**src/hdl/rts_pkg.sv**
```systemverilog
package rts_pkg;

	// register header byte fields: bit 7 read, bit 6 burst/status form, 5:0 address
	localparam int HDR_READ_BIT = 7;
	localparam int HDR_BURST_BIT = 6;
	localparam int ADDR_W = 6;
	localparam int DATA_W = 8;

	// register offsets
	localparam logic [5:0] RC_OSC_TRIM_LOW_OFS = 6'h28;
	localparam logic [5:0] SYNTH_CAL_TEST_OFS = 6'h29;
	localparam logic [5:0] PRODUCTION_TEST_OFS = 6'h2a;
	localparam logic [5:0] GAIN_CTRL_TEST_OFS = 6'h2b;
	localparam logic [5:0] ANALOG_TRIM_A_OFS = 6'h2c;
	localparam logic [5:0] ANALOG_TRIM_B_OFS = 6'h2d;
	localparam logic [5:0] ANALOG_TRIM_C_OFS = 6'h2e;
	localparam logic [5:0] PART_NUMBER_ID_OFS = 6'h30;
	localparam logic [5:0] REVISION_ID_OFS = 6'h31;
	localparam logic [5:0] FREQ_OFFSET_EST_OFS = 6'h32;
	localparam logic [5:0] LINK_QUALITY_EST_OFS = 6'h33;

	// values after reset and wake-up
	localparam logic [7:0] RC_OSC_TRIM_LOW_RST = 8'h00;
	localparam logic [7:0] RC_OSC_TRIM_LOW_MASK = 8'h7f;
	localparam logic [7:0] SYNTH_CAL_TEST_RST = 8'h59;
	localparam logic [7:0] PRODUCTION_TEST_RST = 8'h7f;
	localparam logic [7:0] GAIN_CTRL_TEST_RST = 8'h3f;
	localparam logic [7:0] ANALOG_TRIM_A_RST = 8'h88;
	localparam logic [7:0] ANALOG_TRIM_A_RETAIN = 8'h81;
	localparam logic [7:0] ANALOG_TRIM_B_RST = 8'h31;
	localparam logic [7:0] ANALOG_TRIM_B_RETAIN = 8'h35;
	localparam logic [7:0] ANALOG_TRIM_C_RST = 8'h0b;
	localparam int OSC_SELECT_CAL_BIT = 1;

	// temperature sensor unlock code in the production test register
	localparam logic [7:0] TEMP_SENSOR_CODE = 8'hbf;

	// link quality layout
	localparam int CRC_OK_BIT = 7;
	localparam int LQ_SYMBOLS = 64;
	localparam int LQ_SHIFT = 6;
	localparam int LQ_CNT_W = 7;
	localparam int LQ_ACC_W = 13;

	// register access request from the serial port front end
	typedef struct packed {
		logic valid;
		logic [7:0] header;
		logic [7:0] wrData;
	} rts_req_t;

	// radio events seen by this block
	typedef struct packed {
		logic sleeping;
		logic wakeUp;
		logic idle;
		logic retentionOption;
		logic amplitudeMod;
		logic rxEnter;
		logic crcDone;
		logic crcMatch;
		logic freqValid;
		logic [7:0] carrierOffset;
		logic syncFound;
		logic symbolStrobe;
		logic [6:0] symbolQuality;
	} rts_radio_t;

	// trim values driven into the analog part
	typedef struct packed {
		logic [7:0] rcOscTrimLow;
		logic [7:0] synthCalTest;
		logic [7:0] gainCtrlTest;
		logic [7:0] analogTrimA;
		logic [7:0] analogTrimB;
		logic [7:0] analogTrimC;
		logic oscSelectCalEnable;
		logic tempSensorEnable;
	} rts_analog_t;

endpackage

```
**src/hdl/rts_regs.sv**
```systemverilog
// Behaviour
// - test registers 0x29-0x2E lose contents in sleep, restored on wake-up.
// - production test holding 0xBF enables temperature sensor while idle.
// - wake-up forces analog copy of trim A to 0x88 or 0x81 by retention.
// - trim A reads 0x88 after wake-up; inversion only in analog copy.
// - wake-up forces analog copy of trim B to 0x31 or 0x35 by retention.
// - trim B reads 0x31 after wake-up; inversion only in analog copy.
// - trim C bit 1, reset one, enables oscillator selection calibration stage.
// - frequency offset estimate is eight-bit two's complement carrier offset.
// - frequency offset estimate reads zero under amplitude or on-off keying.
// - link quality bit 7 is last checksum match, cleared on receive entry.
// - link quality bits 6:0 estimate demodulation ease over 64 post-sync symbols.
// - part number and revision are read-only at status addresses 0xF0, 0xF1.
`timescale 1ns/1ps

module rts_regs #(
	parameter logic [7:0] PART_NUMBER = 8'h5a, // arbitrary value
	parameter logic [7:0] REVISION = 8'h3c // arbitrary value
) (
	input wire logic ref_clk,
	input wire logic rst_b,
	input wire rts_pkg::rts_req_t req,
	input wire rts_pkg::rts_radio_t radio,
	output logic [7:0] rdData,
	output logic rdValid,
	output rts_pkg::rts_analog_t analog
);
	import rts_pkg::*;

	// whole block state, registered in one place
	typedef struct packed {
		logic [7:0] rcOscTrimLow;
		logic [7:0] synthCalTest;
		logic [7:0] productionTest;
		logic [7:0] gainCtrlTest;
		logic [7:0] trimA;
		logic [7:0] trimB;
		logic [7:0] trimC;
		logic [7:0] trimAInt;
		logic [7:0] trimBInt;
		logic [7:0] freq_offset_estimate;
		logic crcOk;
		logic [6:0] lqValue;
		logic lqActive;
		logic [LQ_CNT_W-1:0] lqCount;
		logic [LQ_ACC_W-1:0] lqAccum;
		logic [7:0] rdData;
		logic rdValid;
		logic tempEn;
	} rts_state_t;

	rts_state_t state_q;
	rts_state_t state_d;

	logic isRead;
	logic isBurst;
	logic [5:0] addr;
	logic [7:0] readMux;
	logic [LQ_ACC_W-1:0] accumNext;

	// header decode
	assign isRead = req.header[HDR_READ_BIT];
	assign isBurst = req.header[HDR_BURST_BIT];
	assign addr = req.header[ADDR_W-1:0];

	// read data selection; status form needs the burst bit at 0x30 and up
	always_comb begin
		readMux = 8'h00;
		if (addr == RC_OSC_TRIM_LOW_OFS) begin
			readMux = state_q.rcOscTrimLow & RC_OSC_TRIM_LOW_MASK;
		end else if (addr == SYNTH_CAL_TEST_OFS) begin
			readMux = state_q.synthCalTest;
		end else if (addr == PRODUCTION_TEST_OFS) begin
			readMux = state_q.productionTest;
		end else if (addr == GAIN_CTRL_TEST_OFS) begin
			readMux = state_q.gainCtrlTest;
		end else if (addr == ANALOG_TRIM_A_OFS) begin
			readMux = state_q.trimA;
		end else if (addr == ANALOG_TRIM_B_OFS) begin
			readMux = state_q.trimB;
		end else if (addr == ANALOG_TRIM_C_OFS) begin
			readMux = state_q.trimC;
		end else if (isBurst && addr == PART_NUMBER_ID_OFS) begin
			readMux = PART_NUMBER;
		end else if (isBurst && addr == REVISION_ID_OFS) begin
			readMux = REVISION;
		end else if (isBurst && addr == FREQ_OFFSET_EST_OFS) begin
			// offset estimation is meaningless without frequency keying
			readMux = radio.amplitudeMod ? 8'h00 : state_q.freq_offset_estimate;
		end else if (isBurst && addr == LINK_QUALITY_EST_OFS) begin
			readMux = {state_q.crcOk, state_q.lqValue};
		end
	end

	// next-state logic
	always_comb begin
		state_d = state_q;
		state_d.rdValid = 1'b0;
		accumNext = state_q.lqAccum + LQ_ACC_W'(radio.symbolQuality);

		// host access; ignored while asleep since the port is down then
		if (req.valid && !radio.sleeping) begin
			if (isRead) begin
				state_d.rdData = readMux;
				state_d.rdValid = 1'b1;
			end else if (addr == RC_OSC_TRIM_LOW_OFS) begin
				state_d.rcOscTrimLow = req.wrData & RC_OSC_TRIM_LOW_MASK;
			end else if (addr == SYNTH_CAL_TEST_OFS) begin
				state_d.synthCalTest = req.wrData;
			end else if (addr == PRODUCTION_TEST_OFS) begin
				state_d.productionTest = req.wrData;
			end else if (addr == GAIN_CTRL_TEST_OFS) begin
				state_d.gainCtrlTest = req.wrData;
			end else if (addr == ANALOG_TRIM_A_OFS) begin
				state_d.trimA = req.wrData;
				state_d.trimAInt = req.wrData;
			end else if (addr == ANALOG_TRIM_B_OFS) begin
				state_d.trimB = req.wrData;
				state_d.trimBInt = req.wrData;
			end else if (addr == ANALOG_TRIM_C_OFS) begin
				state_d.trimC = req.wrData;
			end
			// writes to 0x30 and above fall through untouched
		end

		// wake-up restores the volatile test registers
		if (radio.wakeUp) begin
			state_d.synthCalTest = SYNTH_CAL_TEST_RST;
			state_d.productionTest = PRODUCTION_TEST_RST;
			state_d.gainCtrlTest = GAIN_CTRL_TEST_RST;
			state_d.trimA = ANALOG_TRIM_A_RST;
			state_d.trimB = ANALOG_TRIM_B_RST;
			state_d.trimC = ANALOG_TRIM_C_RST;
			// only the analog copies see the retention variant
			state_d.trimAInt = radio.retentionOption ? ANALOG_TRIM_A_RETAIN
				: ANALOG_TRIM_A_RST;
			state_d.trimBInt = radio.retentionOption ? ANALOG_TRIM_B_RETAIN
				: ANALOG_TRIM_B_RST;
		end

		// sensor follows the unlock code only while idle
		state_d.tempEn = radio.idle && (state_d.productionTest == TEMP_SENSOR_CODE);

		// latest demodulator offset estimate
		if (radio.freqValid) begin
			state_d.freq_offset_estimate = radio.carrierOffset;
		end

		// checksum result; a result in the entry cycle wins over the clear
		if (radio.crcDone) begin
			state_d.crcOk = radio.crcMatch;
		end else if (radio.rxEnter) begin
			state_d.crcOk = 1'b0;
		end

		// average per-symbol quality over the symbols after sync
		if (radio.rxEnter) begin
			state_d.lqActive = 1'b0;
		end else if (radio.syncFound) begin
			state_d.lqActive = 1'b1;
			state_d.lqCount = '0;
			state_d.lqAccum = '0;
		end else if (state_q.lqActive && radio.symbolStrobe) begin
			state_d.lqAccum = accumNext;
			state_d.lqCount = state_q.lqCount + LQ_CNT_W'(1);
			if (state_q.lqCount == LQ_CNT_W'(LQ_SYMBOLS - 1)) begin
				// a 13-bit sum of 64 seven-bit values shifted by 6 fits in 7 bits
				state_d.lqValue = accumNext[LQ_SHIFT +: 7];
				state_d.lqActive = 1'b0;
			end
		end
	end

	// state register
	always_ff @(posedge ref_clk or negedge rst_b) begin
		if (!rst_b) begin
			state_q <= '0;
			state_q.rcOscTrimLow <= RC_OSC_TRIM_LOW_RST;
			state_q.synthCalTest <= SYNTH_CAL_TEST_RST;
			state_q.productionTest <= PRODUCTION_TEST_RST;
			state_q.gainCtrlTest <= GAIN_CTRL_TEST_RST;
			state_q.trimA <= ANALOG_TRIM_A_RST;
			state_q.trimB <= ANALOG_TRIM_B_RST;
			state_q.trimC <= ANALOG_TRIM_C_RST;
			state_q.trimAInt <= ANALOG_TRIM_A_RST;
			state_q.trimBInt <= ANALOG_TRIM_B_RST;
		end else begin
			state_q <= state_d;
		end
	end

	// outputs straight from the state register
	assign rdData = state_q.rdData;
	assign rdValid = state_q.rdValid;
	assign analog.rcOscTrimLow = state_q.rcOscTrimLow;
	assign analog.synthCalTest = state_q.synthCalTest;
	assign analog.gainCtrlTest = state_q.gainCtrlTest;
	assign analog.analogTrimA = state_q.trimAInt;
	assign analog.analogTrimB = state_q.trimBInt;
	assign analog.analogTrimC = state_q.trimC;
	assign analog.oscSelectCalEnable = state_q.trimC[OSC_SELECT_CAL_BIT];
	assign analog.tempSensorEnable = state_q.tempEn;

endmodule
```
**config.mk**
```make
export PLATFORM = sky130hd
export DESIGN_NAME = rts_regs
export DESIGN_NICKNAME = d
export VERILOG_FILES = /design/src/hdl/rts_pkg.sv /design/src/hdl/rts_regs.sv
export SDC_FILE = /design/constraint.sdc
export NUM_CORES = 1
export LEC_CHECK = 0
export ABC_AREA = 1
export BUFFER_PORTS_ARGS = -buffer_cell sky130_fd_sc_hd__buf_4
export CORE_ASPECT_RATIO = 0.8
export CORE_MARGIN = 2
export CORE_UTILIZATION = 25
export DETAILED_ROUTE_END_ITERATION = 6
export PLACE_DENSITY_LB_ADDON = 0.15
export SETUP_SLACK_MARGIN = 0.2
export SLEW_MARGIN = 15
export SYNTH_ARGS = -nofsm -noshare
export SYNTH_HDL_FRONTEND = slang
export SYNTH_SLANG_ARGS = --single-unit
```
**constraint.sdc**
```tcl
create_clock -name ref_clk -period 3.3 [get_ports ref_clk]
set_input_delay 0.825 -clock ref_clk [delete_from_list [all_inputs] [get_ports ref_clk]]
set_output_delay 0.825 -clock ref_clk [all_outputs]
set_load 0.05 [all_outputs]
```
==> impl_results.md <==
- Number of gates resized after CTS: 0
- Worst-path clk slew: 80 ps
- First-pass iteration count of the detailed router: 5
- Site Rows: 50
- Pin count of the biggest net entering global routing: 43
- Leak Pwr: 3.58 nW
- Share of cells above drive strength 1: 24.2%
- Initial core utilization: 25.6%
- Post-synthesis sequential area ratio: 44.0%
- Maxcap violations: 0
- Run status: completed
- Final wirelength: 18700 microns
- Synth Warn #: 0
- Ranking of synthesized cells by area: dfrtp_1 (33%), nand2_1 (13%), dfstp_2 (11%)
- Register bit total from synthesis: 105
- Post-Synth Simple-Gate Area: 24.6%
- Worst Max-Slew Pin Slew: 610 ps
- Skew-Pair Late Insertion Delay: 360 ps
- IO Pins: 104
- RSZ-0062 raised after global routing: false
- Die Y: 143 microns
- Switching Fraction: 33.2%
- Final setup fails: 0
- H-tree depth: 3
- CTS Root Buffer Type: clkbuf_16
- TritonCTS buffer count: 9
- Proportion of synthesized flip-flops having asynchronous set or reset: 100%
- Detail Placement HPWL: 14700 microns
- Post-Syn Area: 6040 sq um
- Post-Synth Adder-Cell Area: 1.99%
- Internal Pwr Total: 2.24 mW
- CORE AREA: 23600 sq um
- Synth-to-layout area growth: 17.0%
- Critical path data required time: 3550 ps
- EDFF count, synth: 0
- Combinational cell fraction of total power: 21.6%
- Hold Path Class: input pin to async pin
- Ant. Diodes: 0
- # nets final: 871
- Critical Path End Type: flop
- PD cells: 475 nW/um^2
- Post-synthesis compound-gate area fraction: 12.4%
- Xor/xnor share of the synthesized area: 0.145%
- Post-CTS Setup Bufs: 0
- Tot Pwr: 3.35 mW
- Syn avg cell area: 7.89 sq um
- CP Max Fanout: 5
- Post-synth top flop: dfrtp_1
- Worst EP arrival: 2440 ps
- Final hold vios: 0
- Die ar.: 25400 sq um
- Worst IR Drop VDD: 237 uV
- Mapped Nets: 820
- Fill cell total of the finished layout: 2553
- CTS tree: done
- Pins Over Slew Limit: 0
- RePlAce Congestion: 0.842
- Largest family of logic cells by synthesized area: simple AND/OR/NAND/NOR gates
- Total gr overflow: 0
- Fmax: 0.456 GHz
- Mux cell area share after synthesis: 1.84%
- DR vias: 5015
- CTS Buffer Depth: 2
- Layout Skew: 8.94 ps
- P_sw: 1.11 mW
- First-pass GRT wire length: 28700 microns
- ANT nets after route: 0
- # hold bufs at CTS: 0
- Wire per inst: 16.5 microns
- Drt drc: 0
- Total track usage: 15.1%
- Synth unique cells: 48
- Top cell type's share of synthesized area: 32.7%
- Most common cell after layout, fill and taps aside: nand2_1
- Initial DRC Count: 355
- Buffers on Ports: 102
- Initial antenna violation count: 0
- Most frequent cells in the layout: nand2_1 (203), buf_4 (109), inv_1 (93), dfrtp_1 (79), nor2_1 (65)
- Clock share of power: 34.0%
- Die Wd: 178 microns
- CP Class: input pin to flop
- Cell accounting for the most synthesized area: dfrtp_1
- Slew headroom: 59.3%
- Tmin final: 2200 ps
- Via/cell ratio: 4.42
- Post-Synthesis Cells: 766
- Part of the power in registers: 44.4%
- Setup TNS: 0 ps
- Vias in the first global route: 4716
- Clock Sinks: 105
- Fin crit share: 66.5%
- Worst reg-to-reg setup slack: 1290 ps
- Startpoint types: input pin
-- cell type report --
cell class                      count  area (sq um)  share of cell area [%]
Clock buffer                        9           225                    3.19
Clock inverter                      7          83.8                    1.19
Inverter                          101           385                    5.45
Multi-Input combinational cell    490          2480                    35.1
Sequential cell                   105          2660                    37.6
Tap cell                          312           390                    5.53
Timing Repair Buffer              110           838                    11.9
-- final timing paths --
| kind | endpoint | cells after the start | start |
|---|---|---|---|
| max in group asynchronous | rdData[5]$_DFFE_PN0P_ | 2 | rst_b |
| min in group ref_clk | analog[21]$_DFFE_PN1P_ | 2 | analog[21]$_DFFE_PN1P_ |
| worst min-delay path | state_q[11]$_DFFE_PN0P_ | 1 | rst_b |
| worst min register to register | analog[21]$_DFFE_PN1P_ | 2 | analog[21]$_DFFE_PN1P_ |
| worst max register to register | state_q[37]$_DFFE_PN0P_ | 12 | state_q[10]$_DFFE_PN0P_ |
| worst max-delay path | state_q[37]$_DFFE_PN0P_ | 13 | radio[0] |
-- power by group through the flow --
stage                     Clock [mW]  Sequential, mW  Combinational (mW)
after floorplan                    0            1.48               0.547
after global placement             0            1.52               0.730
after detailed placement           0            1.51               0.727
after CTS                       1.19            1.49               0.728
after global routing            1.24            1.51               0.798
final                           1.14            1.49               0.724
-- cell families after synthesis --
logic type,count (synthesis)
AO/OA/AOI/OAI,120
XOR/XNOR,1
adder cells (fa/ha/maj),9
buffers and inverters,171
flip-flops,105
multiplexers,10
other,1
AND/OR/NAND/NOR,349
-- metal layers --
metal  vias to the layer above  GRT usage [%]  part of all wire (%)
met5                         -              0                     0
met4                         0           3.49                  0.97
met3                        12           2.66                   5.0
met2                       136           19.2                    38
met1                      2361           25.2                    56
li1                       2506              -                     -
-- through the flow --
| stage | util, % | cell area [sq um] | worst slack, ps | std cells | hold slack, ps |
|---|---|---|---|---|---|
| after detailed placement | 28.6 | 6760 | 759 | 1118 | 467 |
| after floorplan | - | 6040 | 1070 | 766 | 442 |
| after global placement | 28.6 | 6760 | 755 | 1118 | 467 |
| final | 30.0 | 7070 | 1100 | 1134 | 457 |
| after global routing | 30.0 | 7070 | 880 | 1134 | 491 |
| after CTS | 30.0 | 7070 | 1140 | 1134 | 478 |
-- worst max-delay path, cell delays in order --
cell	delay, ps
buf_4	110
ha_1	220
fa_1	390
nand2_1	100
nand2_1	70
nand2_1	90
nand2_1	80
nand2_1	90
nand2_1	70
nand2_1	120
o21ai_0	120
nand3_1	80
o21ai_0	70
-- state kept, by name (all words and copies together) (netlist names) --
name	cells
state_q	61
rdData	8
analog	35
rdValid	1
-- cell usage after synthesis, types with 7 or more instances --
library cell  count
o21ai_0          52
buf_4            59
nor2_1           65
dfrtp_1          79
mux2_2            9
o21ai_2          10
dfstp_2          26
nand3_1          47
o22ai_1           7
a21oi_1          23
ha_1              8
nand2_1         203
inv_1            93
nand4_1           9
(Power assumes the default switching activity.)
